--- config.mk ---
export PLATFORM = sky130hd
export DESIGN_NAME = debug_entry_return_address
export DESIGN_NICKNAME = d
export VERILOG_FILES = /design/src/rtl/debug_entry_pkg.sv /design/src/rtl/pc_advance.sv /design/src/rtl/debug_entry_return_address.sv
export VERILOG_INCLUDE_DIRS = /design/src /design/src/rtl
export SDC_FILE = /design/constraint.sdc
export NUM_CORES = 1
export LEC_CHECK = 0
export BUFFER_PORTS_ARGS = -buffer_cell sky130_fd_sc_hd__buf_2
export CORE_ASPECT_RATIO = 0.6
export CORE_MARGIN = 2
export CORE_UTILIZATION = 40
export DETAILED_ROUTE_END_ITERATION = 12
export PLACE_DENSITY = 0.65
export RECOVER_POWER = 100
export SETUP_SLACK_MARGIN = 0.1
export SLEW_MARGIN = 20
export SYNTH_ARGS = -nofsm -noshare
export SYNTH_HDL_FRONTEND = slang
export SYNTH_SLANG_ARGS = --single-unit
export TNS_END_PERCENT = 50
--- constraint.sdc ---
create_clock -name i_core_clk -period 2.5 [get_ports i_core_clk]
set_input_delay 0.125 -clock i_core_clk [delete_from_list [all_inputs] [get_ports i_core_clk]]
set_output_delay 0.125 -clock i_core_clk [all_outputs]
set_load 0.02 [all_outputs]
--- src/rtl/debug_entry_cfg.svh ---
// Constants for the debug entry and return-address tracking logic.
// Assumes inclusion by the package and the design modules only.
// Operation
// - Watchpoint entry adds four, one per instruction
// - Watchpoint with abort waits for abort vector
// - Exception during watchpoint sets exception mode, or interrupt mode if one is pending
// - Watchpoint entry with exception adds three, not four
// - External request entry adds three, one per instruction
// - Each system-speed access adds three addresses
// - Aborted system access enters abort mode first
// - Cause shown by break flag, method bit
// - Prefetch abort beats breakpoint, breakpoint ignored
// - Interrupts disabled on every debug entry
// - Pending interrupt gives interrupt mode, remembered, except on watchpointed data abort
// - Watchpointed data abort gives abort mode, remembered
// - Breakpoint entry adds four, one per instruction
`ifndef DEBUG_ENTRY_CFG_SVH
`define DEBUG_ENTRY_CFG_SVH

// ==========================================================
// Program counter advance, in addresses
`define PC_W             8
`define PC_ENTRY_NORMAL  8'h04
`define PC_ENTRY_SHORT   8'h03
`define PC_PER_INSTR     8'h01
`define PC_PER_SYS       8'h03

// ==========================================================
// Cause reporting positions
`define BREAK_FLAG_POS   33
`define ENTRY_METHOD_POS 12
`define STATUS_W         13

// ==========================================================
// Synchroniser
`define SYNC_STAGES      2

`endif

--- src/rtl/debug_entry_pkg.sv ---
// Types shared by the debug entry logic.
// Assumes the constants header is available on the include path.
package debug_entry_pkg;
  `include "debug_entry_cfg.svh"

  typedef enum logic [1:0] {
    MODE_PROGRAM,
    MODE_IRQ,
    MODE_ABORT,
    MODE_EXCEPTION
  } core_mode_e;

  typedef enum logic [2:0] {
    ST_RUN,
    ST_WAIT_ABORT,
    ST_DEBUG,
    ST_SYS_ACCESS,
    ST_SYS_ABORT
  } dbg_state_e;

  typedef logic [`PC_W-1:0] pc_adv_t;
endpackage : debug_entry_pkg

--- src/rtl/pc_advance.sv ---
// Accumulator of program counter advance while debugging.
// Assumes load and add come from logic on the same clock.
`timescale 1ns/10ps
module pc_advance #(
  parameter int W = 8
) (
  // Clock and reset
  input  wire logic         i_core_clk,
  input  wire logic         i_rstn,
  // Control
  input  wire logic         i_load,
  input  wire logic [W-1:0] i_load_value,
  input  wire logic         i_add,
  input  wire logic [W-1:0] i_add_value,
  // Result
  output logic      [W-1:0] o_count
);

  // ==========================================================
  // Accumulate
  always_ff @(posedge i_core_clk or negedge i_rstn) begin
    if (!i_rstn) begin
      o_count <= '0;
    end else if (i_load) begin
      o_count <= i_load_value;
    end else if (i_add) begin
      o_count <= W'(o_count + i_add_value);
    end
  end

endmodule : pc_advance

--- src/rtl/debug_entry_return_address.sv ---
// Debug entry control: mode on entry, cause report and PC advance.
// Assumes core event strobes are on i_core_clk; the test clock and
// the scan-side levels and the external request arrive asynchronously.
`timescale 1ns/10ps
`include "debug_entry_cfg.svh"
module debug_entry_return_address
  import debug_entry_pkg::*;
#(
  parameter int PW = `PC_W
) (
  // Clock and reset
  input  wire logic          i_core_clk,
  input  wire logic          i_rstn,
  // Core events, same clock
  input  wire logic          i_breakpoint_hit,
  input  wire logic          i_watchpoint_hit,
  input  wire logic          i_prefetch_abort,
  input  wire logic          i_data_abort,
  input  wire logic          i_other_exception,
  input  wire logic          i_irq_pending,
  input  wire logic          i_abort_vector_fetched,
  input  wire logic          i_sys_access_start,
  input  wire logic          i_sys_access_done,
  input  wire logic          i_sys_access_abort,
  // Asynchronous inputs
  input  wire logic          i_external_debug_request,
  input  wire logic          i_tck,
  input  wire logic          i_scan_instr,
  input  wire logic          i_scan_restart,
  // Status
  output logic               o_debug_state,
  output core_mode_e         o_core_mode,
  output logic               o_interrupt_disable,
  output logic               o_irq_remembered,
  output logic               o_abort_remembered,
  output logic               o_take_prefetch_abort,
  output logic               o_break_flag_bit,
  output logic               o_entry_method_bit,
  output logic [`STATUS_W-1:0] o_debug_status,
  output logic [PW-1:0]      o_pc_advance
);

  // ==========================================================
  // Synchronisers for asynchronous inputs
  localparam int NS = 4;
  logic [NS-1:0] async_in;
  logic [NS-1:0] sync_a;
  logic [NS-1:0] sync_b;
  logic          tck_prev;

  assign async_in = {i_scan_restart, i_scan_instr, i_tck, i_external_debug_request};

  generate
    for (genvar g = 0; g < NS; g++) begin : g_sync
      always_ff @(posedge i_core_clk or negedge i_rstn) begin
        if (!i_rstn) begin
          sync_a[g] <= 1'b0;
          sync_b[g] <= 1'b0;
        end else begin
          sync_a[g] <= async_in[g];
          sync_b[g] <= sync_a[g];
        end
      end
    end
  endgenerate

  always_ff @(posedge i_core_clk or negedge i_rstn) begin
    if (!i_rstn) begin
      tck_prev <= 1'b0;
    end else begin
      tck_prev <= sync_b[1];
    end
  end

  logic ext_req;
  logic tck_rise;
  logic scan_instr_step;
  logic scan_restart_step;

  assign ext_req           = sync_b[0];
  assign tck_rise          = sync_b[1] && !tck_prev;
  assign scan_instr_step   = tck_rise && sync_b[2];
  assign scan_restart_step = tck_rise && sync_b[3];

  // ==========================================================
  // Entry decode
  function automatic logic exc_with_wpt(input logic irq, input logic exc);
    exc_with_wpt = irq || exc;
  endfunction

  dbg_state_e state;
  dbg_state_e next_state;
  logic       bkpt_entry;
  logic       wpt_abort;
  logic       wpt_exc;
  logic       req_entry;

  // Prefetch abort wins; the breakpoint is dropped
  assign bkpt_entry = i_breakpoint_hit && !i_prefetch_abort;
  assign wpt_abort  = i_watchpoint_hit && i_data_abort;
  assign wpt_exc    = i_watchpoint_hit && !i_data_abort
                      && exc_with_wpt(i_irq_pending, i_other_exception);
  assign req_entry  = ext_req && !bkpt_entry && !i_watchpoint_hit;

  // ==========================================================
  // State machine
  always_comb begin
    next_state = state;
    unique case (state)
      ST_RUN: begin
        if (wpt_abort) begin
          next_state = ST_WAIT_ABORT;
        end else if (bkpt_entry || i_watchpoint_hit || req_entry) begin
          next_state = ST_DEBUG;
        end
      end
      ST_WAIT_ABORT: begin
        if (i_abort_vector_fetched) begin
          next_state = ST_DEBUG;
        end
      end
      ST_DEBUG: begin
        if (scan_restart_step) begin
          next_state = ST_RUN;
        end else if (i_sys_access_start) begin
          next_state = ST_SYS_ACCESS;
        end
      end
      ST_SYS_ACCESS: begin
        if (i_sys_access_abort) begin
          next_state = ST_SYS_ABORT;
        end else if (i_sys_access_done) begin
          next_state = ST_DEBUG;
        end
      end
      ST_SYS_ABORT: begin
        next_state = ST_DEBUG;
      end
      default: begin
        next_state = ST_RUN;
      end
    endcase
  end

  always_ff @(posedge i_core_clk or negedge i_rstn) begin
    if (!i_rstn) begin
      state <= ST_RUN;
    end else begin
      state <= next_state;
    end
  end

  logic entering;
  assign entering = (next_state == ST_DEBUG)
                    && (state == ST_RUN || state == ST_WAIT_ABORT);

  // ==========================================================
  // Processor mode on entry
  always_ff @(posedge i_core_clk or negedge i_rstn) begin
    if (!i_rstn) begin
      o_core_mode <= MODE_PROGRAM;
    end else if (state == ST_RUN && wpt_abort) begin
      o_core_mode <= MODE_ABORT;
    end else if (state == ST_RUN && wpt_exc) begin
      o_core_mode <= i_irq_pending ? MODE_IRQ : MODE_EXCEPTION;
    end else if (state == ST_RUN && entering && i_irq_pending) begin
      o_core_mode <= MODE_IRQ;
    end else if (state == ST_SYS_ACCESS && i_sys_access_abort) begin
      o_core_mode <= MODE_ABORT;
    end else if (state == ST_DEBUG && scan_restart_step) begin
      o_core_mode <= MODE_PROGRAM;
    end
  end

  // ==========================================================
  // Remembered exceptions
  always_ff @(posedge i_core_clk or negedge i_rstn) begin
    if (!i_rstn) begin
      o_irq_remembered <= 1'b0;
    end else if (state == ST_RUN && entering && i_irq_pending) begin
      o_irq_remembered <= 1'b1;
    end else if (state == ST_DEBUG && scan_restart_step) begin
      o_irq_remembered <= 1'b0;
    end
  end

  always_ff @(posedge i_core_clk or negedge i_rstn) begin
    if (!i_rstn) begin
      o_abort_remembered <= 1'b0;
    end else if (state == ST_RUN && wpt_abort) begin
      o_abort_remembered <= 1'b1;
    end else if (state == ST_DEBUG && scan_restart_step) begin
      o_abort_remembered <= 1'b0;
    end
  end

  always_ff @(posedge i_core_clk or negedge i_rstn) begin
    if (!i_rstn) begin
      o_take_prefetch_abort <= 1'b0;
    end else begin
      o_take_prefetch_abort <= state == ST_RUN && i_prefetch_abort;
    end
  end

  // ==========================================================
  // Debug state and interrupt disable
  always_ff @(posedge i_core_clk or negedge i_rstn) begin
    if (!i_rstn) begin
      o_debug_state       <= 1'b0;
      o_interrupt_disable <= 1'b0;
    end else if (entering) begin
      o_debug_state       <= 1'b1;
      o_interrupt_disable <= 1'b1;
    end else if (next_state == ST_RUN) begin
      o_debug_state       <= 1'b0;
      o_interrupt_disable <= 1'b0;
    end
  end

  // ==========================================================
  // Cause report
  always_ff @(posedge i_core_clk or negedge i_rstn) begin
    if (!i_rstn) begin
      o_break_flag_bit   <= 1'b0;
      o_entry_method_bit <= 1'b0;
    end else if (state == ST_RUN && entering) begin
      o_break_flag_bit   <= i_watchpoint_hit;
      o_entry_method_bit <= req_entry;
    end else if (state == ST_WAIT_ABORT && entering) begin
      o_break_flag_bit   <= 1'b1;
      o_entry_method_bit <= 1'b0;
    end else if (state == ST_SYS_ACCESS && i_sys_access_done) begin
      o_break_flag_bit   <= 1'b1;
    end
  end

  always_comb begin
    o_debug_status = '0;
    o_debug_status[`ENTRY_METHOD_POS] = o_entry_method_bit;
    o_debug_status[0] = o_debug_state;
  end

  // ==========================================================
  // Program counter advance
  logic    pc_load;
  pc_adv_t pc_load_value;
  logic    pc_add;
  pc_adv_t pc_add_value;

  assign pc_load = entering;

  always_comb begin
    if (state == ST_WAIT_ABORT || (state == ST_RUN && (wpt_exc || req_entry))) begin
      pc_load_value = `PC_ENTRY_SHORT;
    end else begin
      pc_load_value = `PC_ENTRY_NORMAL;
    end
  end

  always_comb begin
    pc_add       = 1'b0;
    pc_add_value = `PC_PER_INSTR;
    if (state == ST_SYS_ACCESS && (i_sys_access_done || i_sys_access_abort)) begin
      pc_add       = 1'b1;
      pc_add_value = `PC_PER_SYS;
    end else if (state == ST_DEBUG && scan_instr_step) begin
      pc_add       = 1'b1;
      pc_add_value = `PC_PER_INSTR;
    end
  end

  pc_advance #(
    .W (PW)
  ) u_pc_advance (
    .i_core_clk   (i_core_clk),
    .i_rstn       (i_rstn),
    .i_load       (pc_load),
    .i_load_value (PW'(pc_load_value)),
    .i_add        (pc_add),
    .i_add_value  (PW'(pc_add_value)),
    .o_count      (o_pc_advance)
  );

endmodule : debug_entry_return_address

### Word level (Yosys, flattened, before mapping)

Index checks and enable logic that the tools add are counted.

* flip-flop bits (word level): 28
* input bits: 16
* output and inout bits: 30
* logic and storage cells: 97

* reduce and logical (&&, ||, !) cells: 43
* add/sub/neg operators: 1
* equality and inequality tests: 5
* mux-type cells: 30

Operators by type and width (number)
* $mux 3: 8
* $logic_and 1x1->1: 22
* $mux 8: 2
* $pmux 3 s5: 1
* $mux 2: 7
* $mux 1: 12
* $reduce_bool 2->1: 5
* $eq 3x2->1 const B: 3
* $add 8x2->8: 1
* $logic_or 1x1->1: 7
* $logic_not 3->1: 2
* $logic_not 1->1: 5
* $reduce_bool 5->1: 1
* $eq 3x1->1 const B: 1
* $eq 3x3->1 const B: 1
* $reduce_bool 3->1: 1

### Longest topological paths before layout

Gate-level depths: netlist of the first run.

* depth in word-level cells: 16
* depth in mapped cells: 9
* depth with buffers taken out: 8

### Modules after synthesis

A second synthesis of the first run with hierarchy kept.

* cell total of the unflattened synthesis: 175
* area total of the unflattened synthesis: 1735.4 um2

Modules (own cells, without submodules)
* debug_entry_return_address: instances 1, area an instance 1008.5 um2, cells an instance 93, seq. area each 500.5 um2
* pc_advance: instances 1, area an instance 726.9 um2, cells an instance 82, seq. area each 200.2 um2

### Least setup slack after synthesis of the first run

OpenSTA, ideal clock, no wires.

* path kind: reg2reg
* start: reg state[1]
* end: reg u_pc_advance.o_count[6]
* path slack: 487 ps
* data required time: 2379 ps
* path buffers: 1
* period minus slack after synthesis: 2013 ps
* arrival time: 1892 ps
* setup time: 121 ps
* stages on the path, launching flop included: 9
* cell sequence: dfrtp_1 buf_6 nand3b_1 or2_2 fa_1 o41ai_2 nor4b_2 xnor2_1 nor2_1

* cells in the longest elaborated chain, start to end: 6
* elaborated cells on any way between the ends: 25
* classes of those cells: 1 x add/sub; 5 x eq/ne; 13 x mux; 6 x reduce/logical

Ends and longest elaborated chain
* start: declaration: RTL line debug_entry_return_address.sv:91 `dbg_state_e state;`
* start signal: assignment: RTL line debug_entry_return_address.sv:149 `state <= next_state;`
* $eq 3x2->1 (tied with other cells): RTL line debug_entry_return_address.sv:109, debug_entry_return_address.sv:263
* $logic_and 1x1->1 (tied with other cells): RTL line debug_entry_return_address.sv:263 `if (state == ST_SYS_ACCESS && (i_sys_access_done || i_sys_access_abort)) begin`
* $mux 2 or $pmux 3 s5 (tied branches): RTL line debug_entry_return_address.sv:263, debug_entry_return_address.sv:109
* $add 8x2->8 or $eq 3x2->1 (tied branches): RTL line pc_advance.sv:27, debug_entry_return_address.sv:154
* $mux 8 or $logic_and 1x1->1 (tied branches): RTL line pc_advance.sv:26, debug_entry_return_address.sv:155
* $mux 8 or $reduce_bool 2->1 (tied branches)
* end signal: assignment: RTL line pc_advance.sv:25 `o_count <= i_load_value;`
* end signal: assignment: RTL line pc_advance.sv:27 `o_count <= W'(o_count + i_add_value);`
* end: declaration: RTL line pc_advance.sv:16 `output logic [W-1:0] o_count`

Parallel ways exist; a longest one is shown, timed or not. The select of a mux whose other input is x is not followed.
A chain may end at the register's enable or synchronous reset.

### Worst setup path after layout of the first run

Ends and elaborated chain as after synthesis.

==> flow_summary.rst, run 1 <==
.. list-table::
   :header-rows: 1

   * - Metric
     - Value
   * - Maximum number of pins on one net before global-route repair
     - 29
   * - Final non-filler cell area
     - roughly 0.0017 mm²
   * - Number of distinct library cells after synthesis
     - 46
   * - Cell count after synthesis
     - approximately 140
   * - Worst Clk Skew
     - between 0.003 and 0.004 ns
   * - Number of max-slew violations in the final report
     - 0
   * - Required time of the critical path
     - around 2.7 ns
   * - Fin Hold WS
     - between 0.07 and 0.08 ns
   * - TritonCTS Buffers
     - 3
   * - P&R area growth vs syn
     - 14.7%
   * - Chip Width
     - 81.6 µm
   * - Number of design-rule violations left by the first detailed-router iteration
     - 66
   * - Yosys warnings
     - 0
   * - Setup Total Neg Slack
     - 0 ns
   * - Number of buffers inserted by post-CTS setup repair
     - 0
   * - Count of buffers inserted at the top-level ports
     - 34
   * - Detailed Route WL
     - 2860 µm
   * - Leading cell types in the layout, fill and taps excluded
     - 28 x sky130_fd_sc_hd__dfrtp_1, 20 x sky130_fd_sc_hd__clkbuf_1, 16 x sky130_fd_sc_hd__nor2_1
   * - I/O pin count
     - 46
   * - Leakage power figure
     - about 0.00074 µW
   * - Number of optimization iterations in the first detailed-route pass
     - 4
   * - Worst Path Buf+Inv
     - 0
   * - Average instance area after synthesis
     - 10.5 µm²
   * - Kind of launch point of the worst setup path
     - flip-flop
   * - Final number of setup-violating endpoints
     - 0
   * - Antenna violations before repair
     - 0
   * - Count of flip-flops with a built-in enable after synthesis
     - 0
   * - Remaining DRCs
     - 0
   * - Delay of the slowest cell on the worst path
     - between 0.5 and 0.6 ns
   * - Total via count in the routed design
     - around 1,100
   * - Share of the clock period used by the worst path
     - around nine tenths
   * - Family with the most delay on the worst path
     - simple AND/OR/NAND/NOR gates
   * - Fraction of layout cells with a size suffix above 1
     - between 10% and 20%
   * - Routability congestion estimate from global placement
     - approximately 0.86
   * - Maximum buffer depth of the clock tree
     - 2
   * - Total number of placement rows
     - 16
   * - Wire length of the first global-routing pass
     - 4710 µm
   * - Worst reg2reg path startpoint
     - state[1]$_DFF_PN0_
   * - Worst vdd rail ir drop
     - 0.000367 V
   * - Class of the tightest hold or removal check
     - in2reg
   * - Worst Tran Pin Value
     - ~1.5 ns
   * - Outcome
     - complete, no violations
   * - Post-layout util
     - roughly half
   * - Async set-or-reset flop fraction in the synthesized netlist
     - 100%
   * - Post-synthesis instance area
     - roughly 0.0014 mm²
   * - Number of endpoints with negative hold slack in the final report
     - 0
   * - Ordered cell list for the critical path
     - nand3b_1 > or2_2 > fa_1 > o41ai_1 > nor4b_2 > xnor2_1 > nor2_1
   * - Most frequent standard cell in the layout excluding fill and tap cells
     - sky130_fd_sc_hd__dfrtp_1
   * - Power per standard cell area
     - roughly 1100 mW/mm²
   * - Area post-placement
     - between 0.0015 and 0.002 mm²
   * - Clock-pin slew reported for the worst setup and hold paths after clock tree synthesis
     - 0.10 ns
   * - Overall global routing resource usage
     - between 10% and 20%
   * - Critical path type
     - reg2reg
   * - Die ar.
     - between 0.004 and 0.005 mm²
   * - Slowest cell on crit path
     - sky130_fd_sc_hd__dfrtp_1
   * - Kind of capture point of the worst setup path
     - flip-flop
   * - Detailed-route wire length per cell
     - 13.1 µm
   * - Achievable clock frequency
     - 442 MHz
   * - Non-filler instance count after layout
     - approximately 220
   * - Worst slew margin
     - under 10%
   * - Arr. time, crit path
     - ~2.4 ns
   * - Source of the critical timing path
     - state[1]$_DFF_PN0_
   * - RSZ-0062 raised after global routing
     - no
   * - Clock sink count
     - 28
   * - Critical path fanouts, max
     - 12
   * - Flops & latches, synth
     - 28
   * - Maximum level of the CTS H-tree
     - 1
   * - Cell count after placement
     - 210
   * - Number of nets in the final layout
     - 193
   * - Final period demand of the worst path
     - about 2.3 ns
   * - TritonCTS clock tree
     - built
   * - Root buffer cell
     - sky130_fd_sc_hd__clkbuf_8
   * - Most instantiated flip-flop cell in the synthesis netlist
     - sky130_fd_sc_hd__dfrtp_1
   * - Max-capacitance violation count
     - 0
   * - Initial standard-cell utilization of the core
     - between 40% and 50%
   * - Area of the core
     - around 0.0034 mm²
   * - Sequential area share after synthesis
     - around 48%
   * - Grt total ovfl
     - 0
   * - Worst-Skew Late Latency
     - 0.28 ns
   * - Via density per instance
     - approximately 4.8
   * - Ant. Diodes
     - 0
   * - Number of global-route vias before repair
     - 977
   * - Gates resized, CTS repair
     - 0
   * - Height of the die
     - 50.6 µm
   * - Total half-perimeter wirelength after legalization and detailed placement
     - approximately 2200 µm
   * - Count of nets left with antenna violations after detail routing
     - 0
   * - Startpoint of the lowest-slack hold path
     - i_prefetch_abort
[per-stage QoR]
step,worst slack [ns],power [µW]
after global placement,0.386,1530
after floorplan,0.487,1350
after CTS,0.266,1920
after detailed placement,0.299,1540
after global routing,0.0982,1980
final,0.239,1840
[cell usage after synthesis (2+ instances only)]
master                     instances  area share [%]
sky130_fd_sc_hd__nor4b_2           2             2.1
sky130_fd_sc_hd__nor2b_1           2            0.87
sky130_fd_sc_hd__buf_4            14             7.3
sky130_fd_sc_hd__a211o_1           2             1.2
sky130_fd_sc_hd__o21ai_0           4             1.4
sky130_fd_sc_hd__nor2_1           16             4.2
sky130_fd_sc_hd__or3b_1            2             1.2
sky130_fd_sc_hd__dfrtp_1          28              48
sky130_fd_sc_hd__a21oi_1           3             1.0
sky130_fd_sc_hd__nor3_1            2            0.69
sky130_fd_sc_hd__inv_1             6             1.6
sky130_fd_sc_hd__xnor2_1           4             2.4
sky130_fd_sc_hd__and2_2            2             1.0
sky130_fd_sc_hd__nor3b_1           4             2.1
sky130_fd_sc_hd__nand3b_1          3             1.6
sky130_fd_sc_hd__o22ai_1           2            0.87
sky130_fd_sc_hd__nand2_1          12             3.1
[worst reg2reg max path, stage by stage, from the launching register on]
cell	delay (ns)
sky130_fd_sc_hd__dfrtp_1	0.57
sky130_fd_sc_hd__nand3b_1	0.21
sky130_fd_sc_hd__or2_2	0.36
sky130_fd_sc_hd__fa_1	0.40
sky130_fd_sc_hd__o41ai_1	0.11
sky130_fd_sc_hd__nor4b_2	0.31
sky130_fd_sc_hd__xnor2_1	0.15
sky130_fd_sc_hd__nor2_1	0.05
[sequential cells by signal, summed over array words and instances (netlist names), 2 cells and up]
name and count:
sync_a 4, o_core_mode 2, state 3, sync_b 3, u_pc_advance.o_count 8
[kinds of logic after synthesis]
group | Yosys count | share of synthesized area (%)
AND/OR/NAND/NOR | 55 | 22.3
flip-flops | 28 | 48.5
AO/OA/AOI/OAI | 23 | 13.5
buffers and inverters | 23 | 10.2
XOR/XNOR | 5 | 3.03
adder cells (fa/ha/maj) | 2 | 2.25
other | 1 | 0.259
[power breakdown]
group          internal, µW  switching, µW  total [µW]
registers               571            129         700
clock network           214            144         359
logic                   288            493         781
total                  1070            767        1840
[final timing paths]
path                                                  endpoint  slack (ns)  cells past startpoint
setup / recovery           u_pc_advance.o_count[6]$_DFFE_PN0P_        0.24                      7
hold / removal                 o_take_prefetch_abort$_DFF_PN0_        0.07                      2
setup reg to reg           u_pc_advance.o_count[6]$_DFFE_PN0P_        0.24                      7
hold reg to reg                            sync_b[1]$_DFF_PN0_        0.36                      0
max in group asynchronous  u_pc_advance.o_count[3]$_DFFE_PN0P_        0.93                      2
min in group asynchronous                  sync_a[3]$_DFF_PN0_        0.72                      2
[timing repair]
item,4_1_cts,5_1_grt
endpoints found under the hold margin,32,0
hold buffers,5,0
setup endpoints to repair,0,0
[final cells by class]
class / count / area [µm²]
clock inverter: 1 / 30.0
tap: 45 / 56.3
inverter: 6 / 22.5
timing repair buffer: 40 / 203
multi-input combinational: 96 / 604
sequential: 28 / 701
clock buffer: 3 / 41.3
fill: 344 / 1710
[per-layer routing]
layer / track usage [%] / vias to the layer above / wire length [µm]
li1: - / 526 / -
met1: 22.8 / 497 / 1480
met2: 21.0 / 34 / 1150
met3: 5.22 / 4 / 193
met4: 4.44 / 0 / 31
met5: 0 / - / 0
Power figures use the tool's default switching activity.
==> inputs of run 2 (changes only) <==
--- a/config.mk
+++ b/config.mk
@@ -11,6 +11,7 @@
 export CORE_MARGIN = 2
 export CORE_UTILIZATION = 40
 export DETAILED_ROUTE_END_ITERATION = 12
+export MAX_ROUTING_LAYER = met4
 export PLACE_DENSITY = 0.65
 export RECOVER_POWER = 100
 export SETUP_SLACK_MARGIN = 0.1
==> flow_summary.rst, run 2 (synthesized netlist as in run 1, its figures left out) <==
.. list-table::
   :header-rows: 1

   * - Metric
     - Value
   * - Number of max-slew violations in the final report
     - 0
   * - Number of global-route vias before repair
     - ~1,000
   * - Flop2flop setup slack
     - around 0.24 ns
   * - Family with the most delay on the worst path
     - simple AND/OR/NAND/NOR gates
   * - Worst reg2reg path startpoint
     - state[1]$_DFF_PN0_
   * - Maximum number of pins on one net before global-route repair
     - 29
   * - Critical path fanouts, max
     - 12
   * - Final number of setup-violating endpoints
     - 0
   * - Worst-Skew Late Latency
     - between 0.2 and 0.3 ns
   * - Height of the die
     - roughly 50 µm
   * - Number of design-rule violations left by the first detailed-router iteration
     - 63
   * - Reg with most FFs
     - u_pc_advance.o_count
   * - Critical path type
     - reg2reg
   * - Remaining DRCs
     - 0
   * - Initial standard-cell utilization of the core
     - 43.0%
   * - Non-filler instance count after layout
     - ~220
   * - Outcome
     - complete, no violations
   * - Most frequent standard cell in the layout excluding fill and tap cells
     - sky130_fd_sc_hd__dfrtp_1
   * - WP depth
     - 7
   * - Clk pwr share
     - 19.5%
   * - Max-capacitance violation count
     - 0
   * - Class of the tightest hold or removal check
     - in2reg
   * - I/O pin count
     - 46
   * - Clock-pin slew reported for the worst setup and hold paths after clock tree synthesis
     - 0.10 ns
   * - R2R depth
     - 7
   * - Kind of capture point of the worst setup path
     - flip-flop
   * - Number of endpoints with negative hold slack in the final report
     - 0
   * - Root buffer cell
     - sky130_fd_sc_hd__clkbuf_8
   * - Worst Path Buf+Inv
     - 0
   * - Switching power of the nets
     - between 700 and 800 µW
   * - Slowest cell on crit path
     - sky130_fd_sc_hd__dfrtp_1
   * - Fin Hold WS
     - around 0.073 ns
   * - Cell count after placement
     - 210
   * - Overall global routing resource usage
     - about 16%
   * - Kind of launch point of the worst setup path
     - flip-flop
   * - TritonCTS clock tree
     - built
   * - Setup Total Neg Slack
     - 0 ns
   * - Via density per instance
     - between 4 and 5
   * - Critical R2R Capture
     - u_pc_advance.o_count[6]$_DFFE_PN0P_
   * - Chip Width
     - about 80 µm
   * - Arr. time, crit path
     - 2.44 ns
   * - Leading cell types in the layout, fill and taps excluded
     - 28 x sky130_fd_sc_hd__dfrtp_1, 20 x sky130_fd_sc_hd__clkbuf_1, 16 x sky130_fd_sc_hd__nor2_1
   * - Seq pwr share
     - about two fifths
   * - Hold bufs inserted after CTS
     - 5
   * - Delay of the slowest cell on the worst path
     - roughly 0.57 ns
   * - Switching part of the total
     - 41.7%
   * - Ordered cell list for the critical path
     - nand3b_1 > or2_2 > fa_1 > o41ai_1 > nor4b_2 > xnor2_1 > nor2_1
   * - Achievable clock frequency
     - 442 MHz
   * - Final period demand of the worst path
     - around 2.3 ns
   * - Worst Clk Skew
     - 0.00396 ns
   * - Worst Tran Pin Value
     - roughly 1.5 ns
   * - Required time of the critical path
     - 2.68 ns
   * - Count of buffers inserted at the top-level ports
     - 34
   * - Layout filler cell count
     - ~340
   * - TritonCTS Buffers
     - 3
   * - Number of nets in the final layout
     - just under 200
   * - Grt total ovfl
     - 0
   * - Number of optimization iterations in the first detailed-route pass
     - 4
   * - Clock sink count
     - 28
   * - Cell internal power dissipation
     - approximately 1100 µW
   * - Antenna violations before repair
     - 0
   * - Wire length of the first global-routing pass
     - 4710 µm
   * - Source of the critical timing path
     - state[1]$_DFF_PN0_
   * - Setup crit end
     - u_pc_advance.o_count[6]$_DFFE_PN0P_
   * - Total number of placement rows
     - 16
   * - Share of the clock period used by the worst path
     - approximately nine tenths
   * - Maximum buffer depth of the clock tree
     - 2
   * - Ant. Diodes
     - 0
   * - Gates resized, CTS repair
     - 0
   * - P&R area growth vs syn
     - 14.7%
   * - Maximum level of the CTS H-tree
     - 1
   * - Leakage power figure
     - 0.000738 µW
   * - RSZ-0062 raised after global routing
     - no
   * - Gate power share
     - a little over two fifths
   * - Die ar.
     - approximately 0.0041 mm²
   * - Routability congestion estimate from global placement
     - between 0.8 and 0.9
   * - Worst slew margin
     - under 10%
   * - Detailed Route WL
     - between 2000 and 3000 µm
   * - Registers with the highest flip-flop counts
     - u_pc_advance.o_count: 8 flops, sync_a: 4 flops
   * - Total half-perimeter wirelength after legalization and detailed placement
     - 2160 µm
   * - Number of buffers inserted by post-CTS setup repair
     - 0
   * - Power per standard cell area
     - approximately 1100 mW/mm²
   * - Fraction of layout cells with a size suffix above 1
     - between 10 and 15%
   * - Max FFs per register
     - 8
   * - Count of nets left with antenna violations after detail routing
     - 0
   * - Total via count in the routed design
     - 1,064
   * - Worst vdd rail ir drop
     - roughly 0.00037 V
   * - Area of the core
     - ~0.0034 mm²
   * - Detailed-route wire length per cell
     - 13.1 µm
run 2: layout make-up:
type / instances / area [µm²] / area share, %
clock buffers: 3 / 41.3 / 2.49
multi-input cells: 96 / 604 / 36.5
repair buffers: 40 / 203 / 12.2
flip-flops and latches: 28 / 701 / 42.3
clock inverters: 1 / 30.0 / 1.81
inverters: 6 / 22.5 / 1.36
well taps: 45 / 56.3 / 3.40
run 2: routing by layer:
layer	up-vias	wire length, µm	GRT usage, %
li1	526	-	-
met1	497	1490	23.0
met2	37	1150	20.9
met3	4	184	4.86
met4	0	31	4.44
met5	-	0	-
run 2: power by group through the flow:
stage | clock, µW | combinational, µW | sequential [µW]
floorplan | 0 | 560 | 786
global placement | 0 | 833 | 699
detailed placement | 0 | 832 | 709
CTS | 368 | 846 | 701
global route | 382 | 874 | 719
finish | 359 | 780 | 700
run 2: how the worst min path moves through the flow:
| stage | from | end | slack (ns) | cells past startpoint |
|---|---|---|---|---|
| 2_1_floorplan | i_rstn | ext_req$_DFF_PN0_ | -0.17 | 0 |
| 3_3_place_gp | i_rstn | sync_a[1]$_DFF_PN0_ | 0.17 | 1 |
| 3_5_place_dp | i_rstn | sync_a[3]$_DFF_PN0_ | 0.18 | 1 |
| 4_1_cts | i_prefetch_abort | o_take_prefetch_abort$_DFF_PN0_ | 0.07 | 2 |
| 5_1_grt | i_prefetch_abort | o_take_prefetch_abort$_DFF_PN0_ | 0.08 | 2 |
| 6_report | i_prefetch_abort | o_take_prefetch_abort$_DFF_PN0_ | 0.07 | 2 |
run 2: through the flow:
step / setup WS [ns] / total power, µW / utilization, % / area [µm²]
after floorplan: 0.487 / 1350 / - / 1480
after global routing: 0.0982 / 1980 / 49.3 / 1660
final: 0.239 / 1840 / 49.3 / 1660
after CTS: 0.266 / 1920 / 50.9 / 1710
after global placement: 0.386 / 1530 / 47.3 / 1590
after detailed placement: 0.299 / 1540 / 47.3 / 1590
